**config.mk**
```make
export PLATFORM = sky130hd
export DESIGN_NAME = gtm_timer
export DESIGN_NICKNAME = d
export VERILOG_FILES = /design/src/common/gtm_pkg.sv /design/src/hw/gtm_timer.sv
export VERILOG_INCLUDE_DIRS = /design/src /design/src/common
export SDC_FILE = /design/constraint.sdc
export NUM_CORES = 1
export LEC_CHECK = 0
export BUFFER_PORTS_ARGS = -buffer_cell sky130_fd_sc_hd__buf_4
export CORE_MARGIN = 1
export CORE_UTILIZATION = 49
export CTS_BUF_LIST = sky130_fd_sc_hd__clkbuf_8
export CTS_CLUSTER_SIZE = 16
export DETAILED_ROUTE_END_ITERATION = 12
export PLACE_DENSITY = 0.66
export SYNTH_ARGS = -nofsm -noshare
export SYNTH_HDL_FRONTEND = slang
export SYNTH_SLANG_ARGS = --single-unit
```
**constraint.sdc**
```tcl
create_clock -name clk -period 8.3 [get_ports clk]
set_clock_uncertainty 0.15 [all_clocks]
set_input_delay 0.415 -clock clk [delete_from_list [all_inputs] [get_ports clk]]
set_output_delay 0.415 -clock clk [all_outputs]
set_load 0.02 [all_outputs]
```
**src/common/gtm_cfg.svh**
```systemverilog
// Register map, field positions, reset values and timing counts of the timer
// Summary of operation
// - First-compare mask picks pins driven on match
// - Masked pins take first-compare data bit
// - Sixteen-bit free-running counter is common time base
// - Accumulator counts only while enable bit set
// - Event mode: edge select picks counted edge
// - Gated mode: pin level inhibits selected clock
// - Bit 15 reads accumulator pin, read only
// - Bit 11 reads external clock pin level
// - Select bit: 0 compare five, 1 capture four
// - Shared register is capture four or compare five
// - Clock code 00: system clock over 512
// - Eight-bit accumulator count is software read/write
// - Capture latches counter on edge, resets all ones
// - Compare matches counter, resets to all ones
// - Codes 01 toggle, 10 low, 11 high
// - Code 00 leaves compare pin unchanged
// - Vector base nibble heads every vector number
// - Edge field: 00 off, rise, fall, any
`ifndef GTM_CFG_SVH
`define GTM_CFG_SVH
// Register offsets
`define GTM_A_ICR     8'h04
`define GTM_A_PORT    8'h06
`define GTM_A_OC1     8'h08
`define GTM_A_CNT     8'h0a
`define GTM_A_ACC     8'h0c
`define GTM_A_CAP1    8'h0e
`define GTM_A_CAP2    8'h10
`define GTM_A_CAP3    8'h12
`define GTM_A_CMP1    8'h14
`define GTM_A_CMP2    8'h16
`define GTM_A_CMP3    8'h18
`define GTM_A_CMP4    8'h1a
`define GTM_A_SHARED  8'h1c
`define GTM_A_TCTL    8'h1e
// Field positions and masks
`define GTM_ICR_MASK  16'h00f0
`define GTM_OC1_MASK  16'hf8f8
`define GTM_ACC_WMASK 8'h77
`define GTM_B_EN      6
`define GTM_B_GATED   5
`define GTM_B_EDGE    4
`define GTM_B_SEL     2
// Reset values
`define GTM_RST_ONES  16'hffff
`define GTM_RST_ZERO  16'h0000
// Timing counts in system clock cycles
`define GTM_DIV_SLOW  512
`define GTM_CNT_DIV   4
`endif

```
**src/common/gtm_pkg.sv**
```systemverilog
// Types shared by the timer design
package gtm_pkg;
    // Gated-mode clock sources
    typedef enum logic [1:0] {
        GTM_CLK_DIV512 = 2'b00,
        GTM_CLK_COUNT  = 2'b01,
        GTM_CLK_OVF    = 2'b10,
        GTM_CLK_EXT    = 2'b11
    } gtm_clk_sel_t;
    // Compare pin actions
    typedef enum logic [1:0] {
        GTM_ACT_OFF    = 2'b00,
        GTM_ACT_TOGGLE = 2'b01,
        GTM_ACT_LOW    = 2'b10,
        GTM_ACT_HIGH   = 2'b11
    } gtm_act_t;
    // Capture edge choices
    typedef enum logic [1:0] {
        GTM_EDGE_OFF  = 2'b00,
        GTM_EDGE_RISE = 2'b01,
        GTM_EDGE_FALL = 2'b10,
        GTM_EDGE_ANY  = 2'b11
    } gtm_edge_t;
endpackage

```
**src/hw/gtm_timer.sv**
```systemverilog
// Timer with captures, compares and pulse accumulator
`timescale 1ns/1ps
`include "gtm_cfg.svh"
module gtm_timer
    import gtm_pkg::*;
(
    input  wire logic        clk,      // System clock, 125 MHz
    input  wire logic        sys_rst,  // Synchronous reset, high
    input  wire logic [7:0]  addr,     // Register byte offset
    input  wire logic [15:0] wr_data,  // Write data
    input  wire logic        wr_en,    // Write strobe
    input  wire logic        rd_en,    // Read strobe
    output logic      [15:0] rd_data,  // Read data, next cycle
    input  wire logic [3:1]  cap_pin,  // Capture pins one to three
    input  wire logic        ch45_sense, // Shared pin, level seen
    output logic             ch45_drive, // Shared pin, level driven
    output logic             ch45_oe,    // Shared pin drive enable
    input  wire logic        acc_pin,    // Accumulator pin level
    input  wire logic        ext_clk,  // External accumulator clock
    output logic      [4:1]  cmp_pin,  // Compare pins one to four
    output logic      [3:0]  vec_base  // Vector number top nibble
);

    // Capture decision for one edge field
    function automatic logic cap_fire(logic [1:0] code, logic r,
                                      logic f);
        case (gtm_edge_t'(code))
            GTM_EDGE_RISE: cap_fire = r;
            GTM_EDGE_FALL: cap_fire = f;
            GTM_EDGE_ANY:  cap_fire = r | f;
            default:       cap_fire = 1'b0;
        endcase
    endfunction

    // Pin value after a compare match
    function automatic logic act_next(logic cur, logic [1:0] code);
        case (gtm_act_t'(code))
            GTM_ACT_TOGGLE: act_next = ~cur;
            GTM_ACT_LOW:    act_next = 1'b0;
            GTM_ACT_HIGH:   act_next = 1'b1;
            default:        act_next = cur;
        endcase
    endfunction

    // Pin synchronisers and edges
    logic [5:0]  raw;
    logic [5:0]  s1_q;
    logic [5:0]  s2_q;
    logic [5:0]  s3_q;
    logic [5:0]  lvl_q;
    logic [5:0]  prev_q;
    logic [5:0]  rise;
    logic [5:0]  fall;

    // Time base
    logic [7:0]  pre_q;
    logic        cnt_tick;
    logic [8:0]  slow_q;
    logic        slow_tick;
    logic [15:0] cnt_q;
    logic        upd_q;
    logic        ovf;
    logic        wr_cnt;

    // Compare and capture channels
    logic [15:0] cmp_q [1:4];
    logic [15:0] cap_q [1:3];
    logic [15:0] sh_q;
    logic [5:1]  hit;
    logic [5:1]  oc_q;
    logic [5:1]  oc_d;

    // Software registers
    logic [15:0] tctl_q;
    logic [15:0] oc1_q;
    logic [15:0] port_q;
    logic [3:0]  ivb_q;
    logic [6:0]  pa_q;
    logic        oe_q;

    // Accumulator
    logic [7:0]  acc_q;
    logic        acc_tick;
    logic        acc_inc;
    logic        sel;

    // Read path
    logic [15:0] rd_d;
    logic [15:0] rd_q;

    // Pin vector: captures, shared, accumulator, external clock
    assign raw = {ext_clk, acc_pin, ch45_sense, cap_pin};

    // Three-stage synchronisers, level taken when stages agree
    genvar gi;
    generate
        for (gi = 0; gi < 6; gi++) begin : g_sync
            always_ff @(posedge clk) begin
                if (sys_rst) begin
                    s1_q[gi]   <= 1'b0;
                    s2_q[gi]   <= 1'b0;
                    s3_q[gi]   <= 1'b0;
                    lvl_q[gi]  <= 1'b0;
                    prev_q[gi] <= 1'b0;
                end else begin
                    s1_q[gi] <= raw[gi];
                    s2_q[gi] <= s1_q[gi];
                    s3_q[gi] <= s2_q[gi];
                    if (s2_q[gi] == s3_q[gi]) begin
                        lvl_q[gi] <= s3_q[gi];
                    end
                    prev_q[gi] <= lvl_q[gi];
                end
            end
        end
    endgenerate

    // Edges of the filtered levels
    assign rise = lvl_q & ~prev_q;
    assign fall = ~lvl_q & prev_q;

    // Counter prescaler
    assign cnt_tick = (pre_q == 8'(`GTM_CNT_DIV - 1));

    always_ff @(posedge clk) begin
        if (sys_rst || cnt_tick) begin
            pre_q <= 8'h00;
        end else begin
            pre_q <= pre_q + 8'h01;
        end
    end

    // System clock over 512 for gated mode
    assign slow_tick = (slow_q == 9'(`GTM_DIV_SLOW - 1));

    always_ff @(posedge clk) begin
        if (sys_rst) begin
            slow_q <= 9'h000;
        end else begin
            slow_q <= slow_q + 9'h001;
        end
    end

    // Free-running counter, software may load it
    assign wr_cnt = wr_en && (addr == `GTM_A_CNT);
    assign ovf    = cnt_tick && !wr_cnt && (cnt_q == 16'hffff);

    always_ff @(posedge clk) begin
        if (sys_rst) begin
            cnt_q <= `GTM_RST_ZERO;
        end else if (wr_cnt) begin
            cnt_q <= wr_data;
        end else if (cnt_tick) begin
            cnt_q <= cnt_q + 16'h0001;
        end
    end

    // Marks a fresh counter value for the compare stage
    always_ff @(posedge clk) begin
        if (sys_rst) begin
            upd_q <= 1'b0;
        end else begin
            upd_q <= wr_cnt | cnt_tick;
        end
    end

    // Shared channel direction
    assign sel = pa_q[`GTM_B_SEL];

    // Compare matches, checked once per new counter value
    always_comb begin
        for (int k = 1; k <= 4; k++) begin
            hit[k] = upd_q && (cnt_q == cmp_q[k]);
        end
        hit[5] = upd_q && !sel && (cnt_q == sh_q);
    end

    // Pin actions; first-compare broadcast wins over own action
    always_comb begin
        oc_d = oc_q;
        for (int k = 2; k <= 5; k++) begin
            if (hit[k]) begin
                oc_d[k] = act_next(oc_q[k], tctl_q[2*k+5 -: 2]);
            end
        end
        if (hit[1]) begin
            for (int k = 1; k <= 5; k++) begin
                if (oc1_q[10+k]) begin
                    oc_d[k] = oc1_q[2+k];
                end
            end
        end
    end

    always_ff @(posedge clk) begin
        if (sys_rst) begin
            oc_q <= 5'h00;
        end else begin
            oc_q <= oc_d;
        end
    end

    // Compare registers one to four
    always_ff @(posedge clk) begin
        if (sys_rst) begin
            for (int k = 1; k <= 4; k++) begin
                cmp_q[k] <= `GTM_RST_ONES;
            end
        end else if (wr_en) begin
            if (addr == `GTM_A_CMP1) begin
                cmp_q[1] <= wr_data;
            end else if (addr == `GTM_A_CMP2) begin
                cmp_q[2] <= wr_data;
            end else if (addr == `GTM_A_CMP3) begin
                cmp_q[3] <= wr_data;
            end else if (addr == `GTM_A_CMP4) begin
                cmp_q[4] <= wr_data;
            end
        end
    end

    // Capture registers one to three
    always_ff @(posedge clk) begin
        if (sys_rst) begin
            for (int c = 1; c <= 3; c++) begin
                cap_q[c] <= `GTM_RST_ONES;
            end
        end else begin
            for (int c = 1; c <= 3; c++) begin
                if (cap_fire(tctl_q[2*c-1 -: 2], rise[c-1], fall[c-1])) begin
                    cap_q[c] <= cnt_q;
                end
            end
        end
    end

    // Shared register; a capture beats a write in the same cycle
    always_ff @(posedge clk) begin
        if (sys_rst) begin
            sh_q <= `GTM_RST_ONES;
        end else if (sel && cap_fire(tctl_q[7:6], rise[3], fall[3])) begin
            sh_q <= cnt_q;
        end else if (wr_en && (addr == `GTM_A_SHARED)) begin
            sh_q <= wr_data;
        end
    end

    // Compare action and capture edge control
    always_ff @(posedge clk) begin
        if (sys_rst) begin
            tctl_q <= `GTM_RST_ZERO;
        end else if (wr_en && (addr == `GTM_A_TCTL)) begin
            tctl_q <= wr_data;
        end
    end

    // First-compare mask and data, reserved bits kept zero
    always_ff @(posedge clk) begin
        if (sys_rst) begin
            oc1_q <= `GTM_RST_ZERO;
        end else if (wr_en && (addr == `GTM_A_OC1)) begin
            oc1_q <= wr_data & `GTM_OC1_MASK;
        end
    end

    // Port direction and data, storage only
    always_ff @(posedge clk) begin
        if (sys_rst) begin
            port_q <= `GTM_RST_ZERO;
        end else if (wr_en && (addr == `GTM_A_PORT)) begin
            port_q <= wr_data;
        end
    end

    // Vector base nibble
    always_ff @(posedge clk) begin
        if (sys_rst) begin
            ivb_q <= 4'h0;
        end else if (wr_en && (addr == `GTM_A_ICR)) begin
            ivb_q <= wr_data[7:4];
        end
    end

    // Gated-mode clock source selection
    always_comb begin
        case (gtm_clk_sel_t'(pa_q[1:0]))
            GTM_CLK_DIV512: acc_tick = slow_tick;
            GTM_CLK_COUNT:  acc_tick = cnt_tick;
            GTM_CLK_OVF:    acc_tick = ovf;
            default:        acc_tick = rise[5];
        endcase
    end

    // Accumulator increment decision
    always_comb begin
        if (!pa_q[`GTM_B_EN]) begin
            acc_inc = 1'b0;
        end else if (!pa_q[`GTM_B_GATED]) begin
            acc_inc = pa_q[`GTM_B_EDGE] ? rise[4] : fall[4];
        end else begin
            acc_inc = acc_tick && (pa_q[`GTM_B_EDGE] ^ lvl_q[4]);
        end
    end

    // Accumulator control; status bits 15 and 11 never stored
    always_ff @(posedge clk) begin
        if (sys_rst) begin
            pa_q <= 7'h00;
            oe_q <= 1'b1;
        end else if (wr_en && (addr == `GTM_A_ACC)) begin
            pa_q <= wr_data[14:8] & 7'(`GTM_ACC_WMASK);
            oe_q <= ~wr_data[8 + `GTM_B_SEL];
        end
    end

    // Accumulator count; a write beats an increment
    always_ff @(posedge clk) begin
        if (sys_rst) begin
            acc_q <= 8'h00;
        end else if (wr_en && (addr == `GTM_A_ACC)) begin
            acc_q <= wr_data[7:0];
        end else if (acc_inc) begin
            acc_q <= acc_q + 8'h01;
        end
    end

    // Read data selection
    always_comb begin
        if (addr == `GTM_A_ICR) begin
            rd_d = {8'h00, ivb_q, 4'h0};
        end else if (addr == `GTM_A_PORT) begin
            rd_d = port_q;
        end else if (addr == `GTM_A_OC1) begin
            rd_d = oc1_q;
        end else if (addr == `GTM_A_CNT) begin
            rd_d = cnt_q;
        end else if (addr == `GTM_A_ACC) begin
            rd_d = {lvl_q[4], pa_q[6:4], lvl_q[5], pa_q[2:0],
                    acc_q};
        end else if (addr == `GTM_A_CAP1) begin
            rd_d = cap_q[1];
        end else if (addr == `GTM_A_CAP2) begin
            rd_d = cap_q[2];
        end else if (addr == `GTM_A_CAP3) begin
            rd_d = cap_q[3];
        end else if (addr == `GTM_A_CMP1) begin
            rd_d = cmp_q[1];
        end else if (addr == `GTM_A_CMP2) begin
            rd_d = cmp_q[2];
        end else if (addr == `GTM_A_CMP3) begin
            rd_d = cmp_q[3];
        end else if (addr == `GTM_A_CMP4) begin
            rd_d = cmp_q[4];
        end else if (addr == `GTM_A_SHARED) begin
            rd_d = sh_q;
        end else if (addr == `GTM_A_TCTL) begin
            rd_d = tctl_q;
        end else begin
            rd_d = 16'h0000;
        end
    end

    // Read data stands only in the cycle after the strobe
    always_ff @(posedge clk) begin
        if (sys_rst || !rd_en) begin
            rd_q <= 16'h0000;
        end else begin
            rd_q <= rd_d;
        end
    end

    // Outputs straight from flip-flops
    assign rd_data  = rd_q;
    assign cmp_pin  = oc_q[4:1];
    assign ch45_drive = oc_q[5];
    assign ch45_oe    = oe_q;
    assign vec_base = ivb_q;

endmodule

```
==> flow_metrics.env <==
export IMPL_status="finished clean"
export IMPL_grt_pass1_wl_um=75600
export IMPL_drc=0
export IMPL_clkLatencyLatePin_ns=0.58
export IMPL_rsz0062_at_grt="false"
export IMPL_cp_common_cell="and3_1"
export IMPL_rows=61
export IMPL_crit_path_start_kind="register"
export IMPL_firstDrtPassIters=6
export IMPL_hold_viol=0
export IMPL_via_per_inst=6.21
export IMPL_synth_cell_area_mm2=0.0142
export IMPL_clock_sinks=274
export IMPL_cts_tree="yes"
export IMPL_crit_family="simple AND/OR/NAND/NOR gates"
export IMPL_initialDrtViolationCount=1688
export IMPL_crit_chain="and3_1, and3_1, and2_1, a31oi_2, or4_1, a311oi_2"
export IMPL_gp_congestion=1.02
export IMPL_synth_top_area_frac=0.238
export IMPL_insertedDiodeCount=0
export IMPL_cp_startpoint="cnt_q[12]"
export IMPL_fin_cells=1968
export IMPL_drt_total_wl_um=52800
export IMPL_num_vias=12200
export IMPL_timing_hold_ws_ns=0.0472
export IMPL_synth_edf_count=112
export IMPL_rr_endpoint="acc_q[3]"
export IMPL_yosysUniqueCellTypes=85
export IMPL_synthTopCellsByArea="edfxtp_1, dfxtp_1, nand2_1"
export IMPL_max_freq_mhz=310
export IMPL_yosysMostFrequentCell="nand2_1"
export IMPL_drv_slew=0
export IMPL_synthArstFlopShare=0
export IMPL_wire_per_inst_um=26.8
export IMPL_synth_top_cell_by_area="edfxtp_1"
export IMPL_relSlewSlack=0.317
export IMPL_htree_num_levels=2
export IMPL_num_io_pins=60
export IMPL_core_region_area_mm2=0.0281
export IMPL_area_growth_pct=11.5
export IMPL_reg2regPathDepth=6
export IMPL_min_path_type="in -> reg"
export IMPL_cts_setup_buffers=0
export IMPL_cpPeakStageDelay_ns=0.97
export IMPL_grt_pass1_vias=11300
export IMPL_synth_common_cells="nand2_1, dfxtp_1, edfxtp_1"
export IMPL_synthFlopType="dfxtp_1"
export IMPL_required_ns=8.63
export IMPL_tns_ns=0
export IMPL_r2r_slack_ns=5.07
export IMPL_cts_made_buffers=48
export IMPL_critPathMaxFanout=13
export IMPL_final_area_mm2=0.0158
export IMPL_arrival_ns=3.56
export IMPL_drv_cap=0
export IMPL_dp_cells=1873
export IMPL_clk_pin_slew_worst_paths_ns=0.07
export IMPL_period_needed_ns=3.23
export IMPL_place_area_mm2=0.0147
export IMPL_vdd_drop_max_v=0.000137
export IMPL_detailed_place_hpwl_um=36400
export IMPL_initial_core_util=0.504
export IMPL_fin_crit_sh=0.389
export IMPL_grt_antenna_before_repair=2
export IMPL_synth_seq_cells=274
export IMPL_grt_overflow_total=0
export IMPL_die_x_um=172
export IMPL_drive_gt1_frac=0.156
export IMPL_postRouteAntennaNets=0
export IMPL_crit_buf_inv=0
export IMPL_syn_inst=1535
export IMPL_yosysSeqAreaShare=0.467
export IMPL_end_kind="register"
export IMPL_root_buffer="clkbuf_8"
export IMPL_clk_path_buf_depth=3
export IMPL_grt_max_degree=72
export IMPL_ys_warnings_count=0
export IMPL_die_y_um=172
export IMPL_rr_startpoint="cnt_q[12]"
export IMPL_grt_use_total=0.360
export IMPL_cp_num_cells=6
export IMPL_syn_nets=1582
export IMPL_syn_avg_cell_area_um2=9.22
export IMPL_dieArea_mm2=0.0296
export IMPL_p_leak_uw=0.00551
export IMPL_p_per_area_mw_per_mm2=187
export IMPL_tightest_slew_ns=1.02
export IMPL_power_total_uw=2940
export IMPL_cp_slowest_cell="dfxtp_1"
export IMPL_setup_viol=0
export IMPL_final_nets=1598
export IMPL_setup_worst_path_class="reg -> reg"
export IMPL_crit_end="acc_q[3]"
export IMPL_io_buffers=59
how the worst min path moves through the flow:
stage | from | end | cells past startpoint
4_1_cts | wr_data[9] | pa_q[1] | 3
3_3_place_gp | s1_q[5] | s2_q[5] | 1
2_1_floorplan | s1_q[0] | s2_q[0] | 1
6_report | wr_data[8] | pa_q[0] | 3
3_5_place_dp | s1_q[0] | s2_q[0] | 1
5_1_grt | wr_data[15] | oc1_q[15] | 3
stage by stage:
| stage | utilization | setup WS [ns] |
|---|---|---|
| after floorplan | - | 5.14 |
| after global placement | 0.525 | 4.80 |
| after detailed placement | 0.525 | 4.76 |
| after CTS | 0.562 | 5.20 |
| after global routing | 0.562 | 4.97 |
| final | 0.562 | 5.07 |
area by class of cell:
type                    count  area, um^2
inverters                  27         101
multi-input cells        1115        6960
well taps                 378         473
fillers                  2608       12300
clock buffers              55         757
clock inverters            34         229
flip-flops and latches    274        6610
repair buffers             85         653
per-layer routing:
| layer | up-vias | GRT usage | share of wire |
|---|---|---|---|
| met5 | - | 0 | 0.00021 |
| met4 | 2 | 0.171 | 0.050 |
| met3 | 152 | 0.0575 | 0.094 |
| met2 | 738 | 0.561 | 0.45 |
| met1 | 5866 | 0.487 | 0.41 |
| li1 | 5470 | - | - |
sequential cells by signal, summed over array words and instances, names as in the netlist, 10 cells and up:
signal and count:
tctl_q 16, rd_data 16, cmp_q 64, oc1_q 10, cnt_q 16, cap_q 48
port_q 16, sh_q 16
kinds of logic after synthesis:
family                     count (synthesis)  synth area share
AOI/OAI and AO/OA                        308             0.141
xor gates and xnor gates                 104            0.0644
adders and majority gates                 13            0.0115
buffers and inverters                    146            0.0414
DFF                                      274             0.467
muxes                                     43            0.0351
and+or+nand+nor                          647             0.240
tightest hold or removal path, cell delays in order:
cell and delay (ns):
buf_4 0.19, nand2_1 0.08, a21oi_1 0.05
power breakdown:
| part | leakage [uW] | total, uW | internal, uW | switching, uW |
|---|---|---|---|---|
| sequential | 0.00228 | 1450 | 1430 | 28.5 |
| clock | 0.000566 | 1280 | 703 | 582 |
| combinational | 0.00266 | 205 | 63.1 | 142 |
layout by cell type, fill, tap and decap left out, types with 8 or more instances in the layout:
cell type,instances
mux2i_1,35
or3_1,8
nor4_1,14
dfxtp_1,162
xnor2_1,63
nand2_1,171
o21ai_0,52
a211oi_1,21
a21o_1,8
ha_1,13
nand4_1,17
inv_1,42
a31oi_1,11
xor2_1,41
nor2_1,111
nand2b_1,61
or2_2,67
clkbuf_8,55
nand3_1,69
nor3_1,16
edfxtp_1,112
a221oi_1,9
o21ai_1,16
nor2b_1,32
a21oi_1,97
buf_4,79
o22ai_1,10
a2111oi_0,10
and3_1,31
a22oi_1,8
what timing repair did:
| item | 4_1_cts | 5_1_grt |
|---|---|---|
| resized for setup | 0 | 0 |
| endpoints found under the hold margin | 6 | 0 |
| hold buffers | 6 | 0 |
| setup endpoints to repair | 0 | 0 |
No activity file was read; power rests on OpenSTA's default activity.
